$ cat src/common/rmc_pkg.sv
// Shared constants for the reset-time configuration capture block.
// Assumes the strap encodings below are fixed for every instance of the block.
package rmc_pkg;

    // Topology select codes.
    localparam logic [1:0] RMC_TOPO_DEMUX = 2'h0;
    localparam logic [1:0] RMC_TOPO_BCAST = 2'h1;
    localparam logic [1:0] RMC_TOPO_MUX = 2'h2;
    localparam logic [1:0] RMC_TOPO_RESTRICTED = 2'h3;

    // Port width select codes.
    localparam logic [1:0] RMC_WIDTH_X10 = 2'h0;
    localparam logic [1:0] RMC_WIDTH_X20 = 2'h1;
    localparam logic [1:0] RMC_WIDTH_X40 = 2'h2;
    localparam logic [1:0] RMC_WIDTH_RESTRICTED = 2'h3;

    // Port widths in bits, as reported on the width outputs.
    localparam int RMC_WIDTH_BITS_W = 6;
    localparam logic [5:0] RMC_BITS_10 = 6'h0a;
    localparam logic [5:0] RMC_BITS_20 = 6'h14;
    localparam logic [5:0] RMC_BITS_40 = 6'h28;

    // Offset default select codes and the offsets they load.
    localparam int RMC_OFFSET_W = 10;
    localparam int RMC_NUM_QUEUES = 4;
    localparam logic [1:0] RMC_OFS_SEL_7 = 2'h0;
    localparam logic [1:0] RMC_OFS_SEL_63 = 2'h1;
    localparam logic [1:0] RMC_OFS_SEL_127 = 2'h2;
    localparam logic [1:0] RMC_OFS_SEL_1023 = 2'h3;
    localparam logic [9:0] RMC_OFS_7 = 10'h007;
    localparam logic [9:0] RMC_OFS_63 = 10'h03f;
    localparam logic [9:0] RMC_OFS_127 = 10'h07f;
    localparam logic [9:0] RMC_OFS_1023 = 10'h3ff;

    // Values held after the asynchronous reset, before any master reset.
    localparam logic [1:0] RMC_RST_TOPO = RMC_TOPO_DEMUX;
    localparam logic [5:0] RMC_RST_BITS = RMC_BITS_10;
    localparam logic [9:0] RMC_RST_OFS = RMC_OFS_7;
    localparam logic [1:0] RMC_RST_QUEUE = 2'h0;

endpackage

$ cat src/rtl/rmc_config_capture.sv
// Reset-time configuration capture for a four-queue mux/demux/broadcast buffer.
// Assumes every strap and master_reset_n are synchronous to ref_clk.
//
// Operation
// Board logic holds every strap steady throughout the master reset pulse.
// Topology, timing, rates, widths, offsets and queues come from straps at master reset.
// Topology code 00 demux, 10 mux, 01 broadcast, 11 restricted.
// Flag timing strap low selects standard timing, high selects fall-through timing.
// Write rate strap low is single rate, high double, for all write ports.
// Read rate strap low is single rate, high double, for all read ports.
// Synchronous flag mode double-registers almost-empty and almost-full flags.
// Asynchronous flag mode passes flags straight from occupancy counters; here they pass through one register stage.
// Demux and broadcast follow write width select; read ports stay 10 bits.
// Write width code 00 is 10, 01 is 20, 10 is 40, 11 restricted.
// Mux follows read width select; all write ports stay 10 bits.
// Read width code 00 is 10, 01 is 20, 10 is 40, 11 restricted.
// Offset default select loads 7, 63, 127 or 1023 at master reset.
// Input queue select applies in demux only; output queue select in mux only.
// First write and first read after master reset target the selected queues.
// The default offset is applied identically to all four queues.
// Captured configuration stays constant until the next master reset pulse.
// Board logic never drives restricted topology or width codes at master reset.
`timescale 1ns/1ps

module rmc_config_capture
    import rmc_pkg::*;
#(
    parameter int NUM_QUEUES = RMC_NUM_QUEUES
) (
    // Clock and reset.
    input wire logic ref_clk,
    input wire logic rst_n,
    // Master reset and configuration straps.
    input wire logic master_reset_n,
    input wire logic [1:0] topology_select,
    input wire logic flag_timing_serial_in,
    input wire logic write_rate_select,
    input wire logic read_rate_select,
    input wire logic prog_flag_timing_select,
    input wire logic [1:0] write_width_select,
    input wire logic [1:0] read_width_select,
    input wire logic [1:0] offset_default_select,
    input wire logic [1:0] input_queue_select,
    input wire logic [1:0] output_queue_select,
    // Raw flag levels from the per-queue occupancy counters.
    input wire logic [NUM_QUEUES-1:0] empty_level_raw,
    input wire logic [NUM_QUEUES-1:0] full_level_raw,
    // Captured configuration.
    output logic mux_mode,
    output logic demux_mode,
    output logic broadcast_mode,
    output logic fall_through_timing,
    output logic write_ddr,
    output logic read_ddr,
    output logic prog_flag_sync,
    output logic [RMC_WIDTH_BITS_W-1:0] write_port_bits,
    output logic [RMC_WIDTH_BITS_W-1:0] read_port_bits,
    output logic [NUM_QUEUES*RMC_OFFSET_W-1:0] flag_offsets,
    output logic [1:0] write_queue,
    output logic [1:0] read_queue,
    output logic config_restricted,
    output logic config_valid,
    // Programmable flags.
    output logic [NUM_QUEUES-1:0] almost_empty_flag,
    output logic [NUM_QUEUES-1:0] almost_full_flag
);

    // Width code to bit count; restricted codes fall back to the narrowest port.
    function automatic logic [RMC_WIDTH_BITS_W-1:0] width_bits(input logic [1:0] code);
        logic [RMC_WIDTH_BITS_W-1:0] bits;
        bits = RMC_BITS_10;
        unique case (code)
            RMC_WIDTH_X10: bits = RMC_BITS_10;
            RMC_WIDTH_X20: bits = RMC_BITS_20;
            RMC_WIDTH_X40: bits = RMC_BITS_40;
            RMC_WIDTH_RESTRICTED: bits = RMC_BITS_10;
        endcase
        return bits;
    endfunction

    // Offset default select to offset value.
    function automatic logic [RMC_OFFSET_W-1:0] default_offset(input logic [1:0] code);
        logic [RMC_OFFSET_W-1:0] ofs;
        ofs = RMC_OFS_7;
        unique case (code)
            RMC_OFS_SEL_7: ofs = RMC_OFS_7;
            RMC_OFS_SEL_63: ofs = RMC_OFS_63;
            RMC_OFS_SEL_127: ofs = RMC_OFS_127;
            RMC_OFS_SEL_1023: ofs = RMC_OFS_1023;
        endcase
        return ofs;
    endfunction

    logic mux_q, mux_d;
    logic demux_q, demux_d;
    logic bcast_q, bcast_d;
    logic fall_through_timing_q, fall_through_timing_d;
    logic write_rate_select_q, write_rate_select_d;
    logic read_rate_select_q, read_rate_select_d;
    logic pflag_sync_q, pflag_sync_d;
    logic [RMC_WIDTH_BITS_W-1:0] wbits_q, wbits_d;
    logic [RMC_WIDTH_BITS_W-1:0] rbits_q, rbits_d;
    logic [RMC_OFFSET_W-1:0] ofs_q, ofs_d;
    logic [1:0] wqueue_q, wqueue_d;
    logic [1:0] rqueue_q, rqueue_d;
    logic restricted_q, restricted_d;
    logic valid_q, valid_d;
    logic in_reset_q, in_reset_d;
    logic is_mux;

    // Decoded topology of the straps now present.
    assign is_mux = (topology_select == RMC_TOPO_MUX);

    // Sample the straps every cycle of the master reset pulse, so the level
    // just before release wins; outside the pulse every captured strap value is held.
    always_comb begin
        mux_d = mux_q;
        demux_d = demux_q;
        bcast_d = bcast_q;
        fall_through_timing_d = fall_through_timing_q;
        write_rate_select_d = write_rate_select_q;
        read_rate_select_d = read_rate_select_q;
        pflag_sync_d = pflag_sync_q;
        wbits_d = wbits_q;
        rbits_d = rbits_q;
        ofs_d = ofs_q;
        wqueue_d = wqueue_q;
        rqueue_d = rqueue_q;
        restricted_d = restricted_q;
        in_reset_d = !master_reset_n;
        valid_d = valid_q;
        if (!master_reset_n) begin
            // capture during reset
            // topology code decoded
            // Mode flags are decoded here so the outputs come straight from registers;
            // a restricted code leaves all three low.
            mux_d = is_mux;
            demux_d = (topology_select == RMC_TOPO_DEMUX);
            bcast_d = (topology_select == RMC_TOPO_BCAST);
            // flag timing style
            fall_through_timing_d = flag_timing_serial_in;
            // write data rate
            write_rate_select_d = write_rate_select;
            // read data rate
            read_rate_select_d = read_rate_select;
            pflag_sync_d = prog_flag_timing_select;
            if (is_mux) begin
                // mux port widths
                // read width decode
                rbits_d = width_bits(read_width_select);
                wbits_d = RMC_BITS_10;
            end else begin
                // demux/broadcast port widths
                // write width decode
                wbits_d = width_bits(write_width_select);
                rbits_d = RMC_BITS_10;
            end
            // default offset load
            ofs_d = default_offset(offset_default_select);
            // queue selects by topology
            wqueue_d = (topology_select == RMC_TOPO_DEMUX) ? input_queue_select : RMC_RST_QUEUE;
            rqueue_d = is_mux ? output_queue_select : RMC_RST_QUEUE;
            // A restricted code gives an unusable setup; it is flagged rather than
            // silently remapped so the board fault is visible.
            restricted_d = (topology_select == RMC_TOPO_RESTRICTED)
                || (is_mux && read_width_select == RMC_WIDTH_RESTRICTED)
                || (!is_mux && write_width_select == RMC_WIDTH_RESTRICTED);
            valid_d = 1'b0;
        end else if (in_reset_q) begin
            // hold after release
            valid_d = 1'b1;
        end
    end

    // Configuration registers.
    always_ff @(posedge ref_clk or negedge rst_n) begin
        if (!rst_n) begin
            mux_q <= (RMC_RST_TOPO == RMC_TOPO_MUX);
            demux_q <= (RMC_RST_TOPO == RMC_TOPO_DEMUX);
            bcast_q <= (RMC_RST_TOPO == RMC_TOPO_BCAST);
            fall_through_timing_q <= 1'b0;
            write_rate_select_q <= 1'b0;
            read_rate_select_q <= 1'b0;
            pflag_sync_q <= 1'b0;
            wbits_q <= RMC_RST_BITS;
            rbits_q <= RMC_RST_BITS;
            ofs_q <= RMC_RST_OFS;
            wqueue_q <= RMC_RST_QUEUE;
            rqueue_q <= RMC_RST_QUEUE;
            restricted_q <= 1'b0;
            valid_q <= 1'b0;
            in_reset_q <= 1'b0;
        end else begin
            mux_q <= mux_d;
            demux_q <= demux_d;
            bcast_q <= bcast_d;
            fall_through_timing_q <= fall_through_timing_d;
            write_rate_select_q <= write_rate_select_d;
            read_rate_select_q <= read_rate_select_d;
            pflag_sync_q <= pflag_sync_d;
            wbits_q <= wbits_d;
            rbits_q <= rbits_d;
            ofs_q <= ofs_d;
            wqueue_q <= wqueue_d;
            rqueue_q <= rqueue_d;
            restricted_q <= restricted_d;
            valid_q <= valid_d;
            in_reset_q <= in_reset_d;
        end
    end

    // Configuration outputs, each straight from its register.
    assign mux_mode = mux_q;
    assign demux_mode = demux_q;
    assign broadcast_mode = bcast_q;
    assign fall_through_timing = fall_through_timing_q;
    assign write_ddr = write_rate_select_q;
    assign read_ddr = read_rate_select_q;
    assign prog_flag_sync = pflag_sync_q;
    assign write_port_bits = wbits_q;
    assign read_port_bits = rbits_q;
    // initial queue targets
    assign write_queue = wqueue_q;
    assign read_queue = rqueue_q;
    assign config_restricted = restricted_q;
    assign config_valid = valid_q;

    // same offset per queue
    // One stored offset feeds every queue, which saves three registers.
    generate
        for (genvar q = 0; q < NUM_QUEUES; q++) begin : g_ofs
            assign flag_offsets[q*RMC_OFFSET_W +: RMC_OFFSET_W] = ofs_q;
        end
    endgenerate

    logic [NUM_QUEUES-1:0] ae_s1_q, ae_s1_d, ae_s2_q, ae_s2_d;
    logic [NUM_QUEUES-1:0] af_s1_q, af_s1_d, af_s2_q, af_s2_d;

    // Flag path: the second stage always registers the flag outputs so that
    // outputs stay registered; synchronous mode adds the first stage in front.
    always_comb begin
        ae_s1_d = empty_level_raw;
        af_s1_d = full_level_raw;
        if (pflag_sync_q) begin
            // double-registered flags
            ae_s2_d = ae_s1_q;
            af_s2_d = af_s1_q;
        end else begin
            // bypass first stage
            ae_s2_d = empty_level_raw;
            af_s2_d = full_level_raw;
        end
    end

    // Flag registers; both flags are inactive during reset.
    always_ff @(posedge ref_clk or negedge rst_n) begin
        if (!rst_n) begin
            ae_s1_q <= '0;
            af_s1_q <= '0;
            ae_s2_q <= '0;
            af_s2_q <= '0;
        end else begin
            ae_s1_q <= ae_s1_d;
            af_s1_q <= af_s1_d;
            ae_s2_q <= ae_s2_d;
            af_s2_q <= af_s2_d;
        end
    end

    assign almost_empty_flag = ae_s2_q;
    assign almost_full_flag = af_s2_q;

endmodule

$ cat config.mk
export PLATFORM = sky130hd
export DESIGN_NAME = rmc_config_capture
export DESIGN_NICKNAME = d
export VERILOG_FILES = /design/src/common/rmc_pkg.sv /design/src/rtl/rmc_config_capture.sv
export SDC_FILE = /design/constraint.sdc
export NUM_CORES = 1
export LEC_CHECK = 0
export BUFFER_PORTS_ARGS = -buffer_cell sky130_fd_sc_hd__buf_2
export CORE_MARGIN = 2
export CORE_UTILIZATION = 40
export CTS_CLUSTER_SIZE = 8
export DETAILED_ROUTE_END_ITERATION = 8
export PLACE_DENSITY = 0.72
export SYNTH_ARGS = -nofsm -noshare
export SYNTH_HDL_FRONTEND = slang
export SYNTH_SLANG_ARGS = --single-unit
$ cat constraint.sdc
create_clock -name ref_clk -period 2.91 [get_ports ref_clk]
set_input_delay 0.1455 -clock ref_clk [delete_from_list [all_inputs] [get_ports ref_clk]]
set_output_delay 0.1455 -clock ref_clk [all_outputs]
set_load 0.02 [all_outputs]
### Word-level counts from Yosys, hierarchy flattened

Cells that the tools add are included.
Widths: inputs -> output; s select.

* register bits: 52

* eq/ne operators: 13
* multiplexer cells: 11
* reduce and logical (&&, ||, !) cells: 12

Operator list (count)
* $pmux 10 s4: 1
* $pmux 6 s3: 2
* $eq 2x2->1 const B: 8
* $mux 6: 2
* $eq 2x1->1 const B: 4
* $logic_not 2->1: 4
* $mux 4: 2
* $mux 2: 2
* $reduce_or 2->1: 2
* $logic_and 1x1->1: 2
* $logic_not 1->1: 2
* $logic_or 1x1->1: 2
* $mux 1: 2
* $ne 2x1->1 const B: 1

### Depth between registers and ports, before layout

Gate-level depths: netlist of the first run.

* word-level depth: 4
* gate-level depth with buffers: 5
* depth with buffers taken out: 4

### Worst setup path after synthesis of the first run

Ideal clock, no wire load.

* path type: flip-flop to flip-flop
* start: register pflag_sync_q (netlist: prog_flag_sync)
* end: register ae_s2_q[0] (netlist: almost_empty_flag[0])
* arrival: 0.989 ns
* slack: 1.797 ns
* cell stages (with the launch flop): 3
* path buffers: 1
* clock period less this slack: 1.113 ns
* cell sequence: dfrtp_1 > buf_2 > mux2_2

* word-level cells in the longest chain between the ends: 1

Ends and longest elaborated chain
* start: declaration: RTL line rmc_config_capture.sv:100 `logic pflag_sync_q, pflag_sync_d;`
* start signal: assignment: RTL line rmc_config_capture.sv:200 `pflag_sync_q <= pflag_sync_d;`
* $mux 4: RTL line rmc_config_capture.sv:244 `if (pflag_sync_q) begin`
* via ae_s2_d[0]: RTL line rmc_config_capture.sv:236 `logic [NUM_QUEUES-1:0] ae_s1_q, ae_s1_d, ae_s2_q, ae_s2_d;`
* end signal: assignment: RTL line rmc_config_capture.sv:265 `ae_s2_q <= ae_s2_d;`
* end: declaration: RTL line rmc_config_capture.sv:236

The timed path passes the listed nets, and every way through them passes these cells.
A chain may end at the register's enable or synchronous reset.

### Worst setup path in the final report of the first run

* start: register pflag_sync_q (netlist: prog_flag_sync)
* end: output prog_flag_sync

RTL lines
* end: declaration: RTL line rmc_config_capture.sv:55 `output logic prog_flag_sync,`

No word-level cell between the ends.

==> results of run 1 <==
-- cells in the final DEF, fill, tap and decap left out, types with 6 or more instances in the layout --
cell           instances
buf_2                 85
dfrtp_1               36
conb_1                14
mux2_2                13
nand2_1               12
inv_1                  8
dlygate4sd3_1          8
o21ai_0                7
ha_1                   6
-- sequential cells by signal (all words and copies together), names as in the netlist --
register             count
ae_s1_q                  4
af_s1_q                  4
almost_empty_flag        4
almost_full_flag         4
read_port_bits           4
write_port_bits          4
ofs_q                    3
read_queue               2
write_queue              2
broadcast_mode           1
config_restricted        1
config_valid             1
demux_mode               1
fall_through_timing      1
in_reset_q               1
mux_mode                 1
prog_flag_sync           1
read_ddr                 1
write_ddr                1
-- area by class of cell --
| type | instances | area (µm²) |
|---|---|---|
| inverter | 8 | 30.0 |
| clock inverter | 2 | 10.0 |
| sequential | 41 | 1030 |
| tap | 54 | 67.6 |
| fill | 440 | 2400 |
| multi-input combinational | 78 | 543 |
| timing repair buffer | 93 | 505 |
| clock buffer | 6 | 72.6 |
-- cells by family (layout without fill, tap and decap cells) --
logic type                 after synthesis  in the layout  share of synthesized area (%)
buffers and inverters                   55            109                           20.0
DFF                                     41             41                           54.0
and+or+nand+nor                         27             27                           7.13
AOI/OAI and AO/OA                       18             18                           6.93
muxes                                   13             13                           7.65
adders and majority gates                6              6                           3.92
other                                    2             14                          0.393
-- layer usage --
metal	up-vias	GRT usage, %	part of all wire, %
met5	-	0	0
li1	600	-	-
met3	7	3.31	8.3
met4	0	6.79	2.1
met2	60	19.4	46
met1	575	15.9	44
-- worst paths after layout --
kind	start	end
min	rst_n	read_queue[0]$_DFFE_PN0N_
max reg2reg	prog_flag_sync$_DFFE_PN0N_	almost_empty_flag[3]$_DFF_PN0_
max in group asynchronous	rst_n	read_ddr$_DFFE_PN0N_
min reg2reg	read_port_bits[3]$_DFFE_PN1N_	read_port_bits[3]$_DFFE_PN1N_
min in group ref_clk	input_queue_select[1]	write_queue[1]$_DFFE_PN0N_
max	prog_flag_sync$_DFFE_PN0N_	prog_flag_sync
-- power groups by stage --
stage | combinational [W] | sequential [W] | clock [W]
4_1_cts | 0.000277 | 0.000644 | 0.000365
6_report | 0.000274 | 0.000642 | 0.000347
3_3_place_gp | 0.000266 | 0.000653 | 0
2_1_floorplan | 0.000180 | 0.000696 | 0
3_5_place_dp | 0.000268 | 0.000654 | 0
5_1_grt | 0.000297 | 0.000650 | 0.000382
-- stage by stage --
stage / worst slack, ns / area, µm² / power [W] / instances
5_1_grt: 1.58 / 2260 / 0.00133 / 282
3_3_place_gp: 1.71 / 2100 / 0.000919 / 266
3_5_place_dp: 1.66 / 2100 / 0.000923 / 266
6_report: 1.67 / 2260 / 0.00126 / 282
2_1_floorplan: 1.80 / 1960 / 0.000876 / 174
4_1_cts: 1.65 / 2260 / 0.00129 / 282
==> results.json, run 1 <==
{
  "cts_setup_buffers": 0,
  "finalHoldViolCount": 36,
  "hold_class": "in -> async",
  "violations": "hold timing",
  "switching_share_pct": 30.2,
  "drtIter0Drc": 33,
  "num_antenna_cells": 0,
  "netlist_instances": 162,
  "viasPerCell": 4.40,
  "clock_latency_ns": 0.29,
  "tns_ns": 0,
  "tritoncts": "yes",
  "synthTopCellsByArea": "dfrtp_1 (47%), buf_4 (16%), mux2_2 (7.7%), dfstp_2 (6.9%), ha_1 (3.9%)",
  "cts_buffers": 5,
  "cp.arrival_ns": 1.09,
  "cts_resized": 0,
  "yosysTopAreaCell": "dfrtp_1",
  "p_clk_share_pct": 27.5,
  "slew_headroom_pct": 41.4,
  "worst_slew_pin_slew_ns": 0.879,
  "clkSinkCount": 41,
  "status": "finished, violations left",
  "drive_gt1_share_pct": 50.4,
  "powerDensity_nw_per_um2": 559,
  "worst-path-stages": 1,
  "grt_pass1_wl_um": 5000,
  "worst_clock_skew_ns": 0.00181,
  "utilization_pct": 48.5,
  "grt_usage_pct": 12.5,
  "syn_avg_cell_area_um2": 11.8,
  "cts.path.max_buffers": 2,
  "antenna_found_initial": 0,
  "std_cell_rows": 25,
  "crit_chain": "buf_2",
  "pwr-share-comb_pct": 21.7,
  "synth.cell_area_um2": 1910,
  "async_flop_share_pct": 100,
  "synth_warnings": 0,
  "numPortBuffers": 85,
  "r2r_slack_ns": 1.85,
  "cp_slowest_stage_delay_ns": 0.57,
  "drv_cap": 0,
  "cts_root_buffer": "clkbuf_8",
  "p_leak_nw": 1.22,
  "final_nets": 260,
  "synth_edf_count": 0,
  "ys_ff_latch": 41,
  "wl_per_cell_um": 11.4,
  "die_w_um": 73.2,
  "setup_violations": 0,
  "ys_seq_area_share_pct": 54.0,
  "grt_pass1_vias": 1078,
  "io_pins": 100,
  "syn_to_final_growth_pct": 18.2,
  "drv_slew": 0,
  "holdWs_ns": -0.0268,
  "core-area_um2": 4660,
  "sequentialPowerShare_pct": 50.9,
  "r2r_cells": 1,
  "grt_max_degree": 42,
  "power_switching_w": 0.000382,
  "gp_congestion": 0.779,
  "dieArea_um2": 5350,
  "start_kind": "flop",
  "place_hpwl_um": 2310,
  "cp_slowest_cell": "dfrtp_1",
  "cp_max_fo": 10,
  "fmax_ghz": 0.809,
  "peakVddDrop_mv": 0.323,
  "cp.required_ns": 2.76,
  "holdBufCountCts": 8,
  "num_vias": 1242,
  "die_y_um": 73.2,
  "rsz0062_at_grt": "no",
  "gr-total-overflow": 0,
  "path_clk_slew_ns": 0.07,
  "path_buf_inv": 1,
  "netlist_top_cells_count": "buf_4 (42), dfrtp_1 (36), mux2_2 (13), nand2_1 (12), inv_1 (8)",
  "path_class": "reg -> out",
  "synthDistinctLibCells": 27,
  "dr.pass1.iters": 4,
  "cts.htree.levels": 2,
  "p_int_w": 0.000881,
  "post-route-period-util_pct": 42.5,
  "fin_crit_ns": 1.24,
  "synth.top_cell.area_share_pct": 47.1,
  "postRouteAntennaNets": 0,
  "cp_top_family": "flip-flops",
  "drc": 0,
  "crit_path_end_kind": "output pin",
  "ys.flop_type": "dfrtp_1",
  "drt_wl_total_um": 3220,
  "start_util_pct": 41.0,
  "yosys.cell_count.top_type": "buf_4"
}
Note: power is estimated with default switching activity, not from simulation.
==> run 2, diff against run 1 <==
==> constraint.sdc (replaced) <==
create_clock -name ref_clk -period 1.26 [get_ports ref_clk]
set_input_delay 0.063 -clock ref_clk [delete_from_list [all_inputs] [get_ports ref_clk]]
set_output_delay 0.063 -clock ref_clk [all_outputs]
set_load 0.02 [all_outputs]
==> results.json, run 2 (same netlist as run 1, synthesis figures left out) <==
{
  "status": "finished, final reports clean",
  "sequentialPowerShare_pct": 48.6,
  "dieArea_um2": 5350,
  "drtIter0Drc": 47,
  "crit_start": "prog_flag_sync$_DFFE_PN0N_",
  "core-area_um2": 4660,
  "tns_ns": 0,
  "utilization_pct": 50.7,
  "finalHoldViolCount": 0,
  "powerDensity_nw_per_um2": 1290,
  "peakVddDrop_mv": 0.888,
  "multi_input_area_um2": 543,
  "pwr-share-comb_pct": 21.5,
  "path_buf_inv": 1,
  "grt_usage_pct": 13.2,
  "die_w_um": 73.2,
  "crit_chain": "buf_2",
  "grt_pass1_wl_um": 5240,
  "cts_resized": 0,
  "cp_slowest_cell": "dfrtp_1",
  "wl_per_cell_um": 11.9,
  "drt_wl_total_um": 3450,
  "seq_area_um2": 1030,
  "grt_max_degree": 29,
  "start_kind": "flop",
  "num_antenna_cells": 0,
  "cp_max_fo": 10,
  "cp.arrival_ns": 1.09,
  "layout_commonest_cell": "buf_2",
  "crit_path_end_kind": "output pin",
  "place_area_um2": 2120,
  "num_vias": 1264,
  "p_clk_share_pct": 29.9,
  "holdBufCountCts": 14,
  "drc": 0,
  "final_cells": 291,
  "gr-total-overflow": 0,
  "setup_violations": 0,
  "fmax_ghz": 0.864,
  "design_area_um2": 2360,
  "numPortBuffers": 85,
  "path_class": "reg -> out",
  "antenna_found_initial": 0,
  "fill_cells": 435,
  "switching_share_pct": 29.1,
  "cts_root_buffer": "clkbuf_8",
  "final_cell_mix": "buf_2 (85), dfrtp_1 (36), conb_1 (14), dlygate4sd3_1 (14), mux2_2 (13)",
  "cts.path.max_buffers": 2,
  "drive_gt1_share_pct": 50.2,
  "gp_congestion": 0.737,
  "place_hpwl_um": 2490,
  "post-route-period-util_pct": 91.9,
  "clkSinkCount": 41,
  "io_pins": 100,
  "start_util_pct": 41.0,
  "p_leak_nw": 1.27,
  "syn_to_final_growth_pct": 23.5,
  "min_from": "offset_default_select[0]",
  "place_inst": 269,
  "viasPerCell": 4.34,
  "final_nets": 269,
  "cp_top_family": "flip-flops",
  "worst_clock_skew_ns": 0.00926,
  "tritoncts": "yes",
  "fin_ws_ns": 0.102,
  "std_cell_rows": 25,
  "p_int_w": 0.00216,
  "drv_cap": 0,
  "rr_startpoint": "prog_flag_sync$_DFFE_PN0N_",
  "dr.pass1.iters": 4,
  "postRouteAntennaNets": 0,
  "cts_buffers": 5,
  "die_y_um": 73.2,
  "cp.required_ns": 1.20,
  "hold_class": "in -> reg",
  "pre_cts_ws_ns": 0.188,
  "path_clk_slew_ns": 0.08,
  "drv_slew": 0,
  "cts.htree.levels": 2,
  "cp_slowest_stage_delay_ns": 0.57,
  "clock_latency_ns": 0.29,
  "grt_pass1_vias": 1130,
  "power_switching_w": 0.000889,
  "rsz0062_at_grt": "no",
  "cts_setup_buffers": 0,
  "fin_crit_ns": 1.16
}
==> run 2: worst paths after layout <==
check	to	slack [ns]	cells past startpoint
min in group asynchronous	read_queue[0]$_DFFE_PN0N_	0.12	2
max in group asynchronous	read_port_bits[1]$_DFFE_PN1N_	0.65	3
worst max register to register	almost_full_flag[0]$_DFF_PN0_	0.19	1
worst max-delay path	prog_flag_sync	0.10	1
worst min-delay path	ofs_q[8]$_DFFE_PN0N_	0.02	3
worst min register to register	read_port_bits[3]$_DFFE_PN1N_	0.47	2
==> run 2: cell type report <==
| class | count | area share [%] |
|---|---|---|
| Sequential cell | 41 | 43.7 |
| Timing Repair Buffer | 102 | 24.9 |
| Multi-Input combinational cell | 78 | 23.0 |
| Clock buffer | 7 | 4.08 |
| Tap cell | 54 | 2.86 |
| Inverter | 8 | 1.27 |
| Clock inverter | 1 | 0.212 |
==> run 2: power by group through the flow <==
stage               sequential (W)  combinational, W  clock [W]
detailed placement         0.00151          0.000629          0
global placement           0.00151          0.000623          0
global route               0.00150          0.000711   0.000992
CTS                        0.00149          0.000662   0.000959
finish                     0.00148          0.000656   0.000913
floorplan                  0.00161          0.000415          0
==> run 2: layer usage <==
layer  part of all wire [%]  wire, µm  vias up  global-route usage, %
met5                      0         0        -                      0
met4                    1.4        48        0                   5.56
met3                    7.9       274        4                   4.42
met2                     50      1740       60                   21.8
met1                     40      1390      585                   15.6
li1                       -         -      615                      -
==> run 2: metrics by stage <==
stage / hold slack (ns) / total power (W)
2_1_floorplan: -0.233 / 0.00202
3_5_place_dp: -0.137 / 0.00214
4_1_cts: 0.00774 / 0.00311
3_3_place_gp: -0.137 / 0.00213
6_report: 0.0154 / 0.00305
5_1_grt: 0.0211 / 0.00320
==> run 3, diff against run 2 <==
--- a/config.mk
+++ b/config.mk
@@ -11,6 +11,7 @@
 export CTS_CLUSTER_SIZE = 8
 export DETAILED_ROUTE_END_ITERATION = 8
 export PLACE_DENSITY = 0.72
+export RECOVER_POWER = 100
 export SYNTH_ARGS = -nofsm -noshare
 export SYNTH_HDL_FRONTEND = slang
 export SYNTH_SLANG_ARGS = --single-unit
==> results.json, run 3 (same netlist as run 1, synthesis figures left out) <==
{
  "dieArea_um2": 5350,
  "cts.htree.levels": 2,
  "syn_to_final_growth_pct": 19.9,
  "dr.pass1.iters": 4,
  "place_inst": 269,
  "final_cells": 291,
  "clock_latency_ns": 0.29,
  "drive_gt1_share_pct": 32.1,
  "powerDensity_nw_per_um2": 1320,
  "drc": 0,
  "drv_slew": 0,
  "grt_pass1_vias": 1130,
  "gp_congestion": 0.737,
  "layout_commonest_cell": "clkbuf_1",
  "tritoncts": "yes",
  "crit_chain": "buf_2",
  "drt_wl_total_um": 3460,
  "cts_resized": 0,
  "crit_path_end_kind": "output pin",
  "drtIter0Drc": 46,
  "grt_usage_pct": 13.2,
  "core-area_um2": 4660,
  "setup_violations": 0,
  "rsz0062_at_grt": "no",
  "num_vias": 1263,
  "final_cell_mix": "clkbuf_1 (42), dfrtp_1 (36), clkbuf_2 (26)",
  "gr-total-overflow": 0,
  "wl_per_cell_um": 11.9,
  "worst_slew_pin_slew_ns": 0.514,
  "path_buf_inv": 1,
  "cp_top_family": "flip-flops",
  "post-route-period-util_pct": 91.7,
  "fin_crit_ns": 1.16,
  "p_leak_nw": 1.13,
  "clkSinkCount": 41,
  "grt_max_degree": 29,
  "path_clk_slew_ns": 0.08,
  "fill_cells": 453,
  "final_nets": 269,
  "r2r_slack_ns": 0.20,
  "cp.arrival_ns": 1.09,
  "start_kind": "flop",
  "multi_input_area_um2": 536,
  "die_y_um": 73.2,
  "cp.required_ns": 1.20,
  "hold_depth": 3,
  "cp_slowest_cell": "dfrtp_1",
  "die_w_um": 73.2,
  "worst_clock_skew_ns": 0.00913,
  "viasPerCell": 4.34,
  "numPortBuffers": 85,
  "status": "finished, final reports clean",
  "r2r_cells": 1,
  "tns_ns": 0,
  "cp_max_fo": 10,
  "hold_class": "in -> reg",
  "std_cell_rows": 25,
  "io_pins": 100,
  "rr_startpoint": "prog_flag_sync$_DFFE_PN0N_",
  "drv_cap": 0,
  "cts_buffers": 5,
  "fmax_ghz": 0.865,
  "num_antenna_cells": 0,
  "antenna_found_initial": 0,
  "start_util_pct": 41.0,
  "cts_root_buffer": "clkbuf_8",
  "postRouteAntennaNets": 0,
  "min_from": "offset_default_select[0]",
  "rr_endpoint": "almost_full_flag[0]$_DFF_PN0_",
  "utilization_pct": 49.2,
  "grt_pass1_wl_um": 5240,
  "min_delay_worst_endpoint": "ofs_q[8]$_DFFE_PN0N_",
  "place_hpwl_um": 2490,
  "peakVddDrop_mv": 0.884,
  "finalHoldViolCount": 0,
  "seq_area_um2": 1030,
  "total_power_w": 0.00303,
  "cp_slowest_stage_delay_ns": 0.57,
  "path_class": "reg -> out",
  "cts.path.max_buffers": 2,
  "slew_headroom_pct": 65.7
}
## run 3: cell types whose count changed in the layout (fill, tap and decap cells not counted)
cell | previous run | this run
and2_0 | 0 | 1
and2_1 | 1 | 0
buf_2 | 85 | 20
buf_4 | 3 | 0
clkbuf_1 | 0 | 42
clkbuf_2 | 0 | 26
o41ai_1 | 1 | 2
o41ai_2 | 1 | 0
## run 3: per-layer routing
layer / GRT usage [%] / vias up / wire length [µm]
met5: 0 / - / 0
met4: 5.56 / 0 / 48
met3: 4.42 / 4 / 289
met2: 21.8 / 62 / 1740
met1: 15.6 / 582 / 1390
li1: - / 615 / -
## run 3: cell type report
class / count / share of cell area [%]
clock buffer: 7 / 4.20
tap: 54 / 2.94
sequential: 41 / 45.0
multi-input combinational: 78 / 23.3
timing repair buffer: 102 / 23.0
clock inverter: 1 / 0.218
inverter: 8 / 1.31
## run 3: stage by stage
step           instance area [µm²]  setup WS, ns  hold WS (ns)
2_1_floorplan                 1960         0.147        -0.233
3_3_place_gp                  2120         0.218        -0.137
3_5_place_dp                  2120         0.188        -0.137
4_1_cts                       2360        0.0667       0.00774
5_1_grt                       2290        0.0105        0.0211
6_report                      2290         0.104        0.0156
## run 3: how the worst max path moves through the flow
stage	from	to	slack (ns)	depth (start not counted)
after global routing	prog_flag_sync$_DFFE_PN0N_	prog_flag_sync	0.01	1
after detailed placement	prog_flag_sync$_DFFE_PN0N_	almost_full_flag[0]$_DFF_PN0_	0.19	1
final	prog_flag_sync$_DFFE_PN0N_	prog_flag_sync	0.10	1
after CTS	prog_flag_sync$_DFFE_PN0N_	prog_flag_sync	0.07	1
after global placement	prog_flag_sync$_DFFE_PN0N_	almost_full_flag[2]$_DFF_PN0_	0.22	1
after floorplan	prog_flag_sync$_DFFE_PN0N_	almost_empty_flag[0]$_DFF_PN0_	0.15	2
## run 3: power breakdown
part           internal [W]  switching, W  total, W
registers           0.00142     0.0000670   0.00149
logic              0.000214      0.000407  0.000621
clock network      0.000495      0.000420  0.000915
total               0.00213      0.000895   0.00303
## run 3: what timing repair did
action,4_1_cts,5_1_grt
hold buffers,14,0
setup buffers,0,0
endpoints found under the hold margin,49,0
